### config.mk
export PLATFORM = sky130hd
export DESIGN_NAME = port_pin_override_mux
export DESIGN_NICKNAME = d
export VERILOG_FILES = /design/src/hw/port_pin_override_pkg.sv /design/src/hw/pin_override_cell.sv /design/src/hw/port_pin_override_mux.sv
export SDC_FILE = /design/constraint.sdc
export NUM_CORES = 1
export LEC_CHECK = 0
export BUFFER_PORTS_ARGS = -buffer_cell sky130_fd_sc_hd__buf_2
export CAP_MARGIN = 20
export CORE_ASPECT_RATIO = 1.2
export CORE_MARGIN = 8
export CORE_UTILIZATION = 46
export DETAILED_ROUTE_END_ITERATION = 7
export GPL_TIMING_DRIVEN = 1
export PLACE_DENSITY_LB_ADDON = 0.12
export SLEW_MARGIN = 30
export SYNTH_ARGS = -nofsm -noshare
export SYNTH_HDL_FRONTEND = slang
export SYNTH_SLANG_ARGS = --single-unit
### constraint.sdc
create_clock -name i_mclk -period 1.6 [get_ports i_mclk]
set_input_delay 0.08 -clock i_mclk [delete_from_list [all_inputs] [get_ports i_mclk]]
set_output_delay 0.08 -clock i_mclk [all_outputs]
set_load 0.01 [all_outputs]
### src/hw/port_pin_override_pkg.sv
// Constants shared by the port pin override logic
package port_pin_override_pkg;

  // ****************************************************************
  // Widths
  // ****************************************************************
  localparam int unsigned PIN_COUNT_DEFAULT = 8;
  localparam int unsigned ADDR_W            = 3;
  localparam int unsigned DATA_W            = 8;
  localparam int unsigned SLEEP_MODE_W      = 3;

  // ****************************************************************
  // Register offsets
  // ****************************************************************
  localparam logic [ADDR_W-1:0] DIRECTION_OFS = 3'h0;
  localparam logic [ADDR_W-1:0] LATCH_OFS     = 3'h1;
  localparam logic [ADDR_W-1:0] PIN_READ_OFS  = 3'h2;
  localparam logic [ADDR_W-1:0] PORT_CTRL_OFS = 3'h3;

  // ****************************************************************
  // Field positions and reset values
  // ****************************************************************
  localparam int unsigned        PUD_BIT         = 0;
  localparam logic [DATA_W-1:0]  DIRECTION_RST   = 8'h00;
  localparam logic [DATA_W-1:0]  LATCH_RST       = 8'h00;
  localparam logic               PUD_RST         = 1'h0;
  localparam logic [DATA_W-1:0]  UNMAPPED_READ   = 8'h00;

  // ****************************************************************
  // Sleep controller mode codes
  // ****************************************************************
  localparam logic [SLEEP_MODE_W-1:0] SLEEP_IDLE        = 3'h0;
  localparam logic [SLEEP_MODE_W-1:0] SLEEP_ADC_NR      = 3'h1;
  localparam logic [SLEEP_MODE_W-1:0] SLEEP_POWER_DOWN  = 3'h2;
  localparam logic [SLEEP_MODE_W-1:0] SLEEP_POWER_SAVE  = 3'h3;
  localparam logic [SLEEP_MODE_W-1:0] SLEEP_STANDBY     = 3'h6;
  localparam logic [SLEEP_MODE_W-1:0] SLEEP_EXT_STANDBY = 3'h7;

endpackage

### src/hw/pin_override_cell.sv
// Per-pin override multiplexer for one general-purpose I/O pin
`timescale 1ns/1ps
`default_nettype none

module pin_override_cell (
  // Port register bits
  input  wire logic i_direction_bit,
  input  wire logic i_output_latch_bit,
  // Shared controls
  input  wire logic i_global_pullup_disable,
  input  wire logic i_sleep_clamp,
  // Overrides from the owning peripheral
  input  wire logic i_pullup_override_enable,
  input  wire logic i_pullup_override_level,
  input  wire logic i_direction_override_enable,
  input  wire logic i_direction_override_level,
  input  wire logic i_value_override_enable,
  input  wire logic i_value_override_level,
  input  wire logic i_input_enable_override_enable,
  input  wire logic i_input_enable_override_level,
  // Pad controls
  output logic      o_pullup_en,
  output logic      o_driver_en,
  output logic      o_drive_value,
  output logic      o_input_en
);

  logic default_pullup;

  // (RL1) Default pull-up term
  assign default_pullup = ~i_direction_bit & i_output_latch_bit & ~i_global_pullup_disable;

  always_comb begin
    // (RL2) Pull-up override select
    if (i_pullup_override_enable) begin
      o_pullup_en = i_pullup_override_level;
    end else begin
      o_pullup_en = default_pullup;
    end
    // (RL3) Direction override select
    if (i_direction_override_enable) begin
      o_driver_en = i_direction_override_level;
    end else begin
      // (RL4) Direction from register
      o_driver_en = i_direction_bit;
    end
    // (RL5) Value override select
    if (i_value_override_enable) begin
      o_drive_value = i_value_override_level;
    end else begin
      // (RL6) Value from latch
      o_drive_value = i_output_latch_bit;
    end
    // (RL8) Input enable override
    if (i_input_enable_override_enable) begin
      o_input_en = i_input_enable_override_level;
    end else begin
      // (RL9) Input enable from sleep
      o_input_en = ~i_sleep_clamp;
    end
  end

endmodule

`default_nettype wire

### src/hw/port_pin_override_mux.sv
// Port with alternate-function overrides, register port and pad drive
//
// Our own choices: the address map and the plain strobed port.
`timescale 1ns/1ps
`default_nettype none

// Function
// (RL1) Default pull-up when input, latch high, enabled
// (RL2) Pull-up override follows its level
// (RL3) Direction override sets driver enable
// (RL4) Otherwise driver enable from direction bit
// (RL5) Value override drives override level
// (RL6) Otherwise driver drives output latch bit
// (RL7) Toggle override inverts stored latch bit
// (RL8) Input enable override sets input enable
// (RL9) Otherwise input enable from sleep state
// (RL10) Raw input taken before the synchroniser
// (RL11) Peripheral synchronises raw input itself
// (RL12) Analog link wired straight to pad
// (RL13) Strobes per port, sleep and disable global
// (RL14) Peripherals generate their own override signals
// (RL15) Pin n is converter and change source n
// (RL16) Writing one to pin read toggles latch
// (RL17) Sleep clamps in power-down, save, standby
// (RL18) Inactive alternate function forces overrides low
module port_pin_override_mux #(
  parameter int unsigned PIN_COUNT = port_pin_override_pkg::PIN_COUNT_DEFAULT
) (
  // Clock and reset
  input  wire logic                                         i_mclk,
  input  wire logic                                         i_rst_b,
  // Register port
  input  wire logic [port_pin_override_pkg::ADDR_W-1:0]      i_addr,
  input  wire logic [port_pin_override_pkg::DATA_W-1:0]      i_wdata,
  input  wire logic                                         i_wr,
  input  wire logic                                         i_rd,
  output logic      [port_pin_override_pkg::DATA_W-1:0]      o_rdata,
  // Sleep controller
  input  wire logic                                         i_sleeping,
  input  wire logic [port_pin_override_pkg::SLEEP_MODE_W-1:0] i_sleep_mode,
  // Peripheral overrides, one bit per pin
  input  wire logic [PIN_COUNT-1:0]                         i_alt_active,
  input  wire logic [PIN_COUNT-1:0]                         i_pullup_override_enable,
  input  wire logic [PIN_COUNT-1:0]                         i_pullup_override_level,
  input  wire logic [PIN_COUNT-1:0]                         i_direction_override_enable,
  input  wire logic [PIN_COUNT-1:0]                         i_direction_override_level,
  input  wire logic [PIN_COUNT-1:0]                         i_value_override_enable,
  input  wire logic [PIN_COUNT-1:0]                         i_value_override_level,
  input  wire logic [PIN_COUNT-1:0]                         i_latch_toggle_override,
  input  wire logic [PIN_COUNT-1:0]                         i_input_enable_override_enable,
  input  wire logic [PIN_COUNT-1:0]                         i_input_enable_override_level,
  // Pad side
  input  wire logic [PIN_COUNT-1:0]                         i_pad_in,
  output logic      [PIN_COUNT-1:0]                         o_pad_out,
  output logic      [PIN_COUNT-1:0]                         o_pad_oe,
  output logic      [PIN_COUNT-1:0]                         o_pullup_en,
  output logic      [PIN_COUNT-1:0]                         o_input_enable,
  // Peripheral inputs
  output logic      [PIN_COUNT-1:0]                         o_raw_alternate_input,
  output logic      [PIN_COUNT-1:0]                         o_pin_change_irq_sources,
  // Analog link
  input  wire logic [PIN_COUNT-1:0]                         i_analog_pad_link_pad,
  output logic      [PIN_COUNT-1:0]                         o_analog_pad_link_adc,
  input  wire logic [PIN_COUNT-1:0]                         i_analog_pad_link_periph,
  output logic      [PIN_COUNT-1:0]                         o_analog_pad_link_drive
);

  // ****************************************************************
  // Elaboration check
  // ****************************************************************
  generate
    if (PIN_COUNT < 1 || PIN_COUNT > port_pin_override_pkg::DATA_W) begin : g_bad_width
      $error("PIN_COUNT must be between 1 and the data width");
    end
  endgenerate

  // ****************************************************************
  // Declarations
  // ****************************************************************
  logic [PIN_COUNT-1:0] direction_reg;
  logic [PIN_COUNT-1:0] latch_reg;
  logic [PIN_COUNT-1:0] latch_next;
  logic                 pud_reg;
  logic [PIN_COUNT-1:0] sync1_reg;
  logic [PIN_COUNT-1:0] sync2_reg;
  logic [PIN_COUNT-1:0] sync3_reg;
  logic [PIN_COUNT-1:0] pin_read_reg;
  logic                 sleep_clamp;
  logic [PIN_COUNT-1:0] ovr_pu_en;
  logic [PIN_COUNT-1:0] ovr_dir_en;
  logic [PIN_COUNT-1:0] ovr_val_en;
  logic [PIN_COUNT-1:0] ovr_toggle;
  logic [PIN_COUNT-1:0] ovr_ie_en;
  logic [PIN_COUNT-1:0] pullup_comb;
  logic [PIN_COUNT-1:0] driver_comb;
  logic [PIN_COUNT-1:0] value_comb;
  logic [PIN_COUNT-1:0] input_en_comb;
  logic [PIN_COUNT-1:0] input_en_reg;
  logic [PIN_COUNT-1:0] pin_toggle_wr;
  logic                 wr_direction;
  logic                 wr_latch;
  logic                 wr_pin_read;
  logic                 wr_ctrl;
  logic [port_pin_override_pkg::DATA_W-1:0] rdata_next;

  // ****************************************************************
  // Override gating
  // ****************************************************************
  // (RL18) Overrides held low when inactive
  assign ovr_pu_en  = i_pullup_override_enable       & i_alt_active;
  assign ovr_dir_en = i_direction_override_enable    & i_alt_active;
  assign ovr_val_en = i_value_override_enable        & i_alt_active;
  assign ovr_toggle = i_latch_toggle_override        & i_alt_active;
  assign ovr_ie_en  = i_input_enable_override_enable & i_alt_active;

  // ****************************************************************
  // Sleep clamp decode
  // ****************************************************************
  always_comb begin
    // (RL17) Clamp only in deep sleep modes
    sleep_clamp = 1'b0;
    if (i_sleeping) begin
      if (i_sleep_mode == port_pin_override_pkg::SLEEP_POWER_DOWN) begin
        sleep_clamp = 1'b1;
      end else if (i_sleep_mode == port_pin_override_pkg::SLEEP_POWER_SAVE) begin
        sleep_clamp = 1'b1;
      end else if (i_sleep_mode == port_pin_override_pkg::SLEEP_STANDBY) begin
        sleep_clamp = 1'b1;
      end
    end
  end

  // ****************************************************************
  // Per-pin override cells
  // ****************************************************************
  genvar gi;
  generate
    for (gi = 0; gi < PIN_COUNT; gi++) begin : g_pin
      // (RL13) Shared controls, per-pin overrides
      pin_override_cell u_cell (
        .i_direction_bit                (direction_reg[gi]),
        .i_output_latch_bit             (latch_reg[gi]),
        .i_global_pullup_disable        (pud_reg),
        .i_sleep_clamp                  (sleep_clamp),
        .i_pullup_override_enable       (ovr_pu_en[gi]),
        .i_pullup_override_level        (i_pullup_override_level[gi]),
        .i_direction_override_enable    (ovr_dir_en[gi]),
        .i_direction_override_level     (i_direction_override_level[gi]),
        .i_value_override_enable        (ovr_val_en[gi]),
        .i_value_override_level         (i_value_override_level[gi]),
        .i_input_enable_override_enable (ovr_ie_en[gi]),
        .i_input_enable_override_level  (i_input_enable_override_level[gi]),
        .o_pullup_en                    (pullup_comb[gi]),
        .o_driver_en                    (driver_comb[gi]),
        .o_drive_value                  (value_comb[gi]),
        .o_input_en                     (input_en_comb[gi])
      );
    end
  endgenerate

  // ****************************************************************
  // Register write decode
  // ****************************************************************
  always_comb begin
    wr_direction = 1'b0;
    wr_latch     = 1'b0;
    wr_pin_read  = 1'b0;
    wr_ctrl      = 1'b0;
    if (i_wr && i_addr == port_pin_override_pkg::DIRECTION_OFS) begin
      wr_direction = 1'b1;
    end else if (i_wr && i_addr == port_pin_override_pkg::LATCH_OFS) begin
      wr_latch = 1'b1;
    end else if (i_wr && i_addr == port_pin_override_pkg::PIN_READ_OFS) begin
      wr_pin_read = 1'b1;
    end else if (i_wr && i_addr == port_pin_override_pkg::PORT_CTRL_OFS) begin
      wr_ctrl = 1'b1;
    end
  end

  // (RL16) Pin read write toggles latch
  assign pin_toggle_wr = wr_pin_read ? i_wdata[PIN_COUNT-1:0] : '0;

  // ****************************************************************
  // Port registers
  // ****************************************************************
  always_ff @(posedge i_mclk or negedge i_rst_b) begin
    if (!i_rst_b) begin
      direction_reg <= port_pin_override_pkg::DIRECTION_RST[PIN_COUNT-1:0];
    end else if (wr_direction) begin
      direction_reg <= i_wdata[PIN_COUNT-1:0];
    end
  end

  always_comb begin
    latch_next = latch_reg;
    if (wr_latch) begin
      latch_next = i_wdata[PIN_COUNT-1:0];
    end
    // (RL7) Toggle override inverts latch
    latch_next = latch_next ^ (pin_toggle_wr | ovr_toggle);
  end

  always_ff @(posedge i_mclk or negedge i_rst_b) begin
    if (!i_rst_b) begin
      latch_reg <= port_pin_override_pkg::LATCH_RST[PIN_COUNT-1:0];
    end else begin
      latch_reg <= latch_next;
    end
  end

  always_ff @(posedge i_mclk or negedge i_rst_b) begin
    if (!i_rst_b) begin
      pud_reg <= port_pin_override_pkg::PUD_RST;
    end else if (wr_ctrl) begin
      pud_reg <= i_wdata[port_pin_override_pkg::PUD_BIT];
    end
  end

  // ****************************************************************
  // Pad drive outputs
  // ****************************************************************
  always_ff @(posedge i_mclk or negedge i_rst_b) begin
    if (!i_rst_b) begin
      o_pad_oe       <= '0;
      o_pad_out      <= '0;
      o_pullup_en    <= '0;
      o_input_enable <= '0;
      input_en_reg   <= '0;
    end else begin
      o_pad_oe       <= driver_comb;
      o_pad_out      <= value_comb & driver_comb;
      o_pullup_en    <= pullup_comb;
      o_input_enable <= input_en_comb;
      input_en_reg   <= input_en_comb;
    end
  end

  // ****************************************************************
  // Digital input path
  // ****************************************************************
  // (RL10) Clamped pad value, unsynchronised
  assign o_raw_alternate_input = i_pad_in & input_en_reg;
  // (RL15) Pin n feeds change source n
  assign o_pin_change_irq_sources = o_raw_alternate_input;

  // Raw value reaches peripherals unsynchronised; they synchronise it
  always_ff @(posedge i_mclk or negedge i_rst_b) begin
    if (!i_rst_b) begin
      sync1_reg <= '0;
      sync2_reg <= '0;
      sync3_reg <= '0;
    end else begin
      sync1_reg <= o_raw_alternate_input;
      sync2_reg <= sync1_reg;
      sync3_reg <= sync2_reg;
    end
  end

  // Accept a change only once the last two stages agree
  always_ff @(posedge i_mclk or negedge i_rst_b) begin
    if (!i_rst_b) begin
      pin_read_reg <= '0;
    end else begin
      for (int i = 0; i < PIN_COUNT; i++) begin
        if (sync2_reg[i] == sync3_reg[i]) begin
          pin_read_reg[i] <= sync3_reg[i];
        end
      end
    end
  end

  // ****************************************************************
  // Analog link
  // ****************************************************************
  // (RL12) Analog path bypasses digital logic
  assign o_analog_pad_link_adc   = i_analog_pad_link_pad;
  assign o_analog_pad_link_drive = i_analog_pad_link_periph;

  // ****************************************************************
  // Register read
  // ****************************************************************
  always_comb begin
    rdata_next = port_pin_override_pkg::UNMAPPED_READ;
    if (i_addr == port_pin_override_pkg::DIRECTION_OFS) begin
      rdata_next[PIN_COUNT-1:0] = direction_reg;
    end else if (i_addr == port_pin_override_pkg::LATCH_OFS) begin
      rdata_next[PIN_COUNT-1:0] = latch_reg;
    end else if (i_addr == port_pin_override_pkg::PIN_READ_OFS) begin
      rdata_next[PIN_COUNT-1:0] = pin_read_reg;
    end else if (i_addr == port_pin_override_pkg::PORT_CTRL_OFS) begin
      rdata_next[port_pin_override_pkg::PUD_BIT] = pud_reg;
    end
  end

  // Read data stand for exactly one cycle after the strobe
  always_ff @(posedge i_mclk or negedge i_rst_b) begin
    if (!i_rst_b) begin
      o_rdata <= '0;
    end else if (i_rd) begin
      o_rdata <= rdata_next;
    end else begin
      o_rdata <= '0;
    end
  end

endmodule

`default_nettype wire

After elaboration in Yosys (flattened, before gate mapping)
Index checks and enable logic that the tools add are counted.

cells by class
  $add $sub $neg = 0
  multipliers = 0
  div/mod/pow operators = 0
  $lt $le $gt $ge = 0
  equal/unequal tests = 14
  shifts and indexed selects = 0
  multiplexer cells = 54
  bitwise logic cells = 35
  reduce and logical (&&, ||, !) cells = 5

operator list
  kind                                                             number
  8-bit bitwise AND                                                7
  1-bit two-way mux                                                48
  8-bit two-way mux                                                5
  1-bit bitwise AND                                                16
  3-bit by 2-bit == test with 1-bit output, second input constant  4
  1-bit NOT                                                        10
  1-bit == test                                                    8
  8-bit OR                                                         1
  8-bit XOR                                                        1
  7-bit two-way mux                                                1
  1-bit logical AND                                                4
  3-bit by 1-bit == test with 1-bit output, second input constant  1
  3-bit == test, second input constant                             1
  3-bit zero test                                                  1

storage, ports and cells
  bits in registers = 89
  latch bits = 0
  memory bits (writable) = 0
  ROM bits = 0
  bits of input ports = 123
  output and inout bits = 72
  memories kept = 0

Depth between registers and ports, before layout
Gate-level depths: netlist of run 1.

  depth in word-level cells = 8
  depth in mapped cells = 7
  mapped depth without buffers = 4

Modules after synthesis
A second synthesis of run 1 with hierarchy kept.

second synthesis, totals
  cell total of the unflattened synthesis = 355
  area, all modules = 4107.7 um2

modules (own cells, without submodules)
  module                 instances  cells an instance  area an instance (um2)  sequential area each (um2)
  port_pin_override_mux  1          291                3687.3                  2227.1
  pin_override_cell      8          8                  52.6                    0.0

Worst setup path after synthesis of run 1
Ideal clock, no wire load.

  path kind = input to register
  start = input i_addr[1] (netlist name)
  end = register latch_reg[1]
  library setup time = 0.138 ns
  arrival time = 1.172 ns
  required time = 1.462 ns
  slack = 0.290 ns
  stages = 7
  path buffers = 3
  cells stage by stage = buf_2 and4bb_1 buf_6 or2_1 buf_6 a221oi_2 a311oi_1

on the way
  word-level cells in the longest chain between the ends = 8

RTL lines
  what                                      RTL line                      source
  start, declared                           port_pin_override_mux.sv:33   input wire logic [port_pin_override_pkg::ADDR_W-1:0] i_addr,
  3-bit by 2-bit == test with 1-bit output  port_pin_override_mux.sv:173  end else if (i_wr && i_addr == port_pin_override_pkg::PIN_READ_OFS) begin
  1-bit logical AND                         port_pin_override_mux.sv:173
  1-bit two-way mux                         port_pin_override_mux.sv:173
  1-bit two-way mux                         port_pin_override_mux.sv:171  end else if (i_wr && i_addr == port_pin_override_pkg::LATCH_OFS) begin
  1-bit two-way mux                         port_pin_override_mux.sv:169  if (i_wr && i_addr == port_pin_override_pkg::DIRECTION_OFS) begin
  8-bit two-way mux                         port_pin_override_mux.sv:181  assign pin_toggle_wr = wr_pin_read ? i_wdata[PIN_COUNT-1:0] : '0;
  8-bit OR                                  port_pin_override_mux.sv:200  latch_next = latch_next ^ (pin_toggle_wr | ovr_toggle);
  8-bit XOR (*)                             port_pin_override_mux.sv:200
  via latch_next[1]                         port_pin_override_mux.sv:82   logic [PIN_COUNT-1:0] latch_next;
  end signal, assigned                      port_pin_override_mux.sv:205  latch_reg <= port_pin_override_pkg::LATCH_RST[PIN_COUNT-1:0];
  end signal, assigned                      port_pin_override_mux.sv:207  latch_reg <= latch_next;
  end, declared                             port_pin_override_mux.sv:81   logic [PIN_COUNT-1:0] latch_reg;

The timed path passes the listed nets; every way through them passes the cells marked *.
A chain may end at the register's enable or synchronous reset.

Final worst setup path of run 1
  start = register pud_reg
  end = register o_pullup_en[6]

on the way
  word-level cells in the longest chain between the ends = 3

RTL lines
  what                             RTL line                      source
  start, declared                  port_pin_override_mux.sv:83   logic pud_reg;
  start signal, assigned           port_pin_override_mux.sv:213  pud_reg <= port_pin_override_pkg::PUD_RST;
  start signal, assigned           port_pin_override_mux.sv:215  pud_reg <= i_wdata[port_pin_override_pkg::PUD_BIT];
  1-bit NOT                        pin_override_cell.sv:31       assign default_pullup = ~i_direction_bit & i_output_latch_bit & ~i_global_pullup_disable;
  1-bit bitwise AND                pin_override_cell.sv:31
  1-bit two-way mux                pin_override_cell.sv:35       if (i_pullup_override_enable) begin
  via g_pin[6].u_cell.o_pullup_en  pin_override_cell.sv:22       output logic o_pullup_en,
  end signal, assigned             port_pin_override_mux.sv:232  o_pullup_en <= pullup_comb;
  end, declared                    port_pin_override_mux.sv:56   output logic [PIN_COUNT-1:0] o_pullup_en,

The timed path passes the listed nets, and every way through them passes these cells.

==> impl_metrics.py, run 1 <==
metrics = {
    "outcome": {
        "status": "completed",
    },
    "routing": {
        "drt_first_pass_iters": 4,
        "drc": 0,
        "routed_via_density": 4.993,
        "wire_per_inst_um": 16.23,
        "ant_nets": 0,
        "routed_wl_mm": 11.02,
        "drt_iter0_drc": 174,
        "via_count": 3390,
    },
    "clock_tree": {
        "clock-root-buffer": "clkbuf_8",
        "cts_buffers": 9,
        "clkTransAtPathRegs_ns": 0.08,
        "clk_latency_ns": 0.35,
        "cts_resized": 0,
        "cts_sinks": 89,
        "htree_levels": 3,
        "cts_buffer_depth": 2,
        "cts_tree": "built",
    },
    "synth": {
        "synth_top_area_frac": 0.5645,
        "ys_types": 33,
        "synth-seq-cells": 89,
        "avgSynthCellArea_um2": 11.34,
        "ys_top_cells_by_area": "dfrtp_1 56%, mux2_2 7.1%, nand2_1 5.2%",
        "seq_area_frac_synth": 0.5645,
        "ys.warnings.count": 0,
        "syn_nets": 471,
        "synth_area_mm2": 0.003945,
        "netlist_instances": 348,
        "yosysTopAreaCell": "dfrtp_1",
    },
    "pwr": {
        "ir_drop_mv": 0.5587,
        "power_frac_seq": 0.502,
        "swShare": 0.2718,
        "power_mw": 5.516,
        "intPower_mw": 4.017,
        "leakage_nw": 2.676,
        "pwr-share-comb": 0.210,
        "pwr-share-clk": 0.288,
        "power.density_mw_per_mm2": 985.8,
        "p_sw_mw": 1.499,
    },
    "critical_path": {
        "worstPathCellList": "buf_4, a211oi_1, a32o_1, dlygate4sd3_1",
        "crit_path_start_kind": "flip-flop",
        "endpoint_kind": "flip-flop",
        "critPathSlowestCell": "dlygate4sd3_1",
        "worstSetupPathType": "reg -> reg",
        "slowest_delay_ns": 0.53,
        "reg2regPathDepth": 4,
        "crit_required_ns": 1.89,
        "cp_max_fo": 9,
        "arrival_ns": 1.78,
    },
    "grt": {
        "overflow": 0,
        "met3_usage": 0.05917,
        "top_usage_layer": "met2",
        "grt_pass1_vias": 3804,
        "grt_max_degree": 46,
        "use_met2": 0.3409,
        "globalRouteMet1Util": 0.2228,
        "grt_pass1_wl_mm": 18.57,
        "antenna_found_initial": 0,
        "grt_util_all_layers": 0.1977,
    },
    "sta": {
        "finClkSkew_ns": 0.006011,
        "slew_violations": 0,
        "min_period_over_period": 0.9343,
        "min_period_ns": 1.495,
        "setup_violations": 0,
        "worst_pin_slew_ns": 0.5115,
        "fmax_ghz": 0.6689,
        "slew_headroom": 0.6582,
        "hold_violations": 0,
        "tns_ns": 0,
        "rsz0062_at_grt": "false",
    },
    "die": {
        "rows": 37,
        "initial_core_util": 0.4657,
        "fp.dieW_um": 100.5,
        "die-area_mm2": 0.01181,
        "dieHeight_um": 117.4,
        "core_mm2": 0.008472,
        "io_pins": 195,
    },
    "hold_path": {
        "hold_path.class": "in -> reg",
        "hold_depth": 3,
    },
    "placement": {
        "numPortBuffers": 162,
        "dp_hpwl_mm": 7.715,
        "gp_congestion": 0.7596,
    },
    "finish": {
        "fillers": 663,
        "insertedDiodeCount": 0,
        "area_delta_synth_final_pct": 41.83,
        "num-nets-final": 680,
        "drive_gt1_frac": 0.3915,
    },
    "flow_run": {
        "max_cap_viol_count": 0,
    },
}
## final timing paths
path                                            start         endpoint  slack (ns)
setup / recovery                              pud_reg   o_pullup_en[6]        0.11
hold / removal             i_value_override_enable[7]     o_pad_out[7]        0.01
setup reg to reg                              pud_reg   o_pullup_en[6]        0.11
hold reg to reg                          sync1_reg[3]     sync2_reg[3]        0.35
max in group asynchronous                     i_rst_b  input_en_reg[3]        0.81
min in group asynchronous                     i_rst_b      o_pad_oe[4]        0.13
## power groups by stage
| stage | sequential (mW) | combinational (mW) | clock (mW) |
|---|---|---|---|
| floorplan | 2.83 | 0.543 | 0 |
| global placement | 2.80 | 1.02 | 0 |
| detailed placement | 2.81 | 1.04 | 0 |
| CTS | 2.77 | 1.17 | 1.64 |
| global route | 2.81 | 1.29 | 1.73 |
| finish | 2.77 | 1.16 | 1.59 |
## final cells by class
type / count / area, µm² / area share
inverter: 2 / 7.507 / 0.001342
tap: 117 / 146.4 / 0.02616
multi-input combinational: 218 / 1453 / 0.2596
sequential: 89 / 2227 / 0.3980
clock inverter: 2 / 35.03 / 0.006261
clock buffer: 14 / 172.7 / 0.03086
timing repair buffer: 237 / 1554 / 0.2777
## worst max-delay path, delay by kind of cell (launching register included)
kind            cells  cell delay [ns]
compound gates      2             0.32
buf+inv             2             0.72
flops               1             0.39
## layer usage
layer  vias to the layer above  wire, µm
met4                         0       133
met1                      1621      4499
met2                       124      5600
li1                       1632         -
met5                         -         0
met3                        13       783
## per-stage QoR
stage	std cells	setup WS [ns]	hold WS (ns)	util	area [µm²]
final	679	0.1051	0.01413	0.6605	5595
after global routing	679	0.02764	0.01671	0.6605	5595
after CTS	679	0.08020	0.00009709	0.6605	5595
after detailed placement	597	0.2003	-0.03839	0.5580	4727
after global placement	597	0.2863	-0.03985	0.5580	4727
after floorplan	348	0.2903	-0.2156	-	3945
## what timing repair did
| action | CTS | global route |
|---|---|---|
| buffers inserted | 0 | 0 |
| hold endpoints to repair | 135 | 0 |
| hold buffers | 66 | 0 |
## cell usage after synthesis, drive strengths merged
library cell and count:
dfrtp 89, a211oi 3, nor3 4, and2b 1, o21ai 16, nand2 55
or2 2, nand3b 2, mux2 25, nor2 6, o21bai 5, a21oi 6
a21boi 8, and2 9, clkbuf 10, a311oi 6, maj3 8, a22o 7
a32o 1, buf 29, nand4 8, nand3 30, nor2b 2, and4bb 2
nor3b 1, inv 2, a31oi 1, a221oi 7, and3 2, mux4 1
## logic make-up after synthesis
logic type                 after synthesis  synth area share
adders and majority gates                8           0.02030
buffers and inverters                   41           0.06724
muxes                                   26           0.07707
and+or+nand+nor                        124            0.1529
DFF                                     89            0.5645
AOI/OAI and AO/OA                       60            0.1180
## layout by cell type, fill, tap and decap left out, types with 3 or more instances in the layout
cell           Yosys  final
a211oi_1           3      3
a21boi_0           8      8
a21oi_1            6      6
a221oi_2           7      7
a22o_1             7      7
a311oi_1           6      6
and2_1             9      9
buf_2              2    161
buf_4             25      9
clkbuf_8           0     12
dfrtp_1           89     89
dlygate4sd3_1      0     66
maj3_1             8      8
mux2_2            25     25
nand2_1           55     55
nand3_1           30     30
nand4_1            8      8
nor2_1             6      6
nor3_1             4      4
o21ai_0           16     16
o21bai_1           5      5
Note: power is estimated with default switching activity, not from simulation.
==> run 2, diff against run 1 <==
Settings changed: CELL_PAD_IN_SITES_DETAIL_PLACEMENT set to 1, CELL_PAD_IN_SITES_GLOBAL_PLACEMENT set to 2, CORE_UTILIZATION 46 to 27, CTS_CLUSTER_DIAMETER set to 200.
==> run 2 against run 1 <==
Global-route usage fell by 6.1 points. Via count down 1.9%. Fmax increased by 23%. Combinational power is 3% lower. Largest cell class unchanged. Largest power group unchanged.
==> impl_metrics.py, run 2 (synthesized netlist as in run 1, its figures left out) <==
metrics = {
    "outcome": {
        "status": "completed",
    },
    "clock_tree": {
        "clock-root-buffer": "clkbuf_16",
        "cts_buffers": 9,
        "cts_sinks": 89,
        "cts_setup_buffers": 0,
        "clkTransAtPathRegs_ns": 0.07,
        "cts_buffer_depth": 2,
        "cts_resized": 0,
        "cts_hold_buf": 39,
        "cts_tree": "built",
        "clk_latency_ns": 0.34,
        "htree_levels": 3,
    },
    "critical_path": {
        "reg2reg_from": "latch_reg[0]",
        "worstSetupPathType": "in -> reg",
        "endpoint": "o_pullup_en[7]",
        "crit_path_start_kind": "input port",
        "crit_required_ns": 1.82,
        "endpoint_kind": "flip-flop",
        "reg2regPathDepth": 2,
        "crit_start": "i_pullup_override_level[7]",
        "cp_max_fo": 1,
        "r2r_slack_ns": 0.39,
        "rr_endpoint": "o_rdata[0]",
        "arrival_ns": 1.44,
    },
    "grt": {
        "grt_pass1_wl_mm": 20.15,
        "overflow": 0,
        "grt_max_degree": 90,
        "met3_usage": 0.04191,
        "grt_util_all_layers": 0.1364,
        "use_met2": 0.2305,
        "globalRouteMet1Util": 0.1566,
        "top_usage_layer": "met2",
        "grt_pass1_vias": 3751,
        "antenna_found_initial": 2,
    },
    "die": {
        "core_mm2": 0.01435,
        "fp.dieW_um": 126.3,
        "rows": 48,
        "dieHeight_um": 148.4,
        "die-area_mm2": 0.01875,
        "io_pins": 195,
        "initial_core_util": 0.2748,
    },
    "finish": {
        "final_cell_mix": "161 x buf_2, 89 x dfrtp_1, 55 x nand2_1",
        "final_common_cell": "buf_2",
        "drive_gt1_frac": 0.4139,
        "area_delta_synth_final_pct": 39.39,
        "insertedDiodeCount": 0,
        "num-nets-final": 652,
        "finalInstanceArea_mm2": 0.005499,
    },
    "placement": {
        "gp_congestion": 0.7401,
        "place_ws_ns": 0.1470,
        "numPortBuffers": 162,
        "place_area_mm2": 0.004792,
        "dp_hpwl_mm": 9.318,
    },
    "routing": {
        "wire_per_inst_um": 17.71,
        "drc": 0,
        "drt_first_pass_iters": 4,
        "routed_wl_mm": 12.56,
        "routed_via_density": 4.688,
        "drt_iter0_drc": 88,
        "via_count": 3324,
        "ant_nets": 0,
    },
    "sta": {
        "slew_headroom": 0.6635,
        "rsz0062_at_grt": "false",
        "worst_pin_slew_ns": 0.5035,
        "min_period_over_period": 0.7612,
        "worst_slack_ns": 0.3820,
        "slew_violations": 0,
        "fmax_ghz": 0.8210,
        "tns_ns": 0,
        "finClkSkew_ns": 0.005970,
        "min_period_ns": 1.218,
        "hold_violations": 0,
        "setup_violations": 0,
    },
    "flow_run": {
        "max_cap_viol_count": 0,
    },
    "pwr": {
        "power.density_mw_per_mm2": 1108,
        "swShare": 0.2731,
        "pwr-share-comb": 0.184,
        "leakage_nw": 2.617,
        "power_mw": 6.094,
        "ir_drop_mv": 0.4307,
        "intPower_mw": 4.429,
        "p_sw_mw": 1.664,
        "pwr-share-clk": 0.360,
        "power_frac_seq": 0.456,
    },
    "hold_path": {
        "hold_path.class": "in -> reg",
    },
}
## run 2: final cells by class
cell class	instances	area, µm²
well taps	175	219.0
clock inverters	5	63.81
fillers	1608	8855
clock buffers	11	252.7
flip-flops and latches	89	2227
inverters	2	7.507
multi-input cells	218	1453
repair buffers	209	1276
## run 2: per-stage QoR
step	std cells	hold WS [ns]	utilization
detailed placement	654	0.1601	0.3339
finish	709	0.01834	0.3831
global route	709	0.003897	0.3831
floorplan	348	-0.2156	-
global placement	654	0.1601	0.3339
CTS	709	0.0006261	0.3831
## run 2: worst max-delay path: stages
cell           delay, ns
dlygate4sd3_1       0.54
buf_2               0.12
nand3_1             0.07
dlygate4sd3_1       0.55
o21ai_0             0.08
## run 2: power by group through the flow
stage                     Clock [mW]  Sequential, mW  Combinational [mW]
after floorplan                    0            2.83               0.543
after global placement             0            2.82                1.05
after detailed placement           0            2.83                1.08
after CTS                       2.28            2.79                1.15
after global routing            2.38            2.83                1.25
final                           2.19            2.78                1.12
## run 2: worst min-delay path by stage
| stage | cells after the start | slack, ns | to | start |
|---|---|---|---|---|
| after floorplan | 0 | -0.22 | direction_reg[0] | i_rst_b |
| after global placement | 0 | 0.16 | o_analog_pad_link_adc[2] | i_analog_pad_link_pad[2] |
| after detailed placement | 0 | 0.16 | o_analog_pad_link_adc[2] | i_analog_pad_link_pad[2] |
| after CTS | 2 | 0.0006 | o_pullup_en[6] | i_pullup_override_enable[6] |
| after global routing | 2 | 0.004 | o_pullup_en[6] | i_pullup_override_enable[6] |
| final | 2 | 0.02 | o_pullup_en[6] | i_pullup_override_enable[6] |
## run 2: per-layer routing
layer,vias up,wire [µm]
met5,-,20
met3,20,852
met4,4,172
met2,115,6292
met1,1604,5220
li1,1581,-
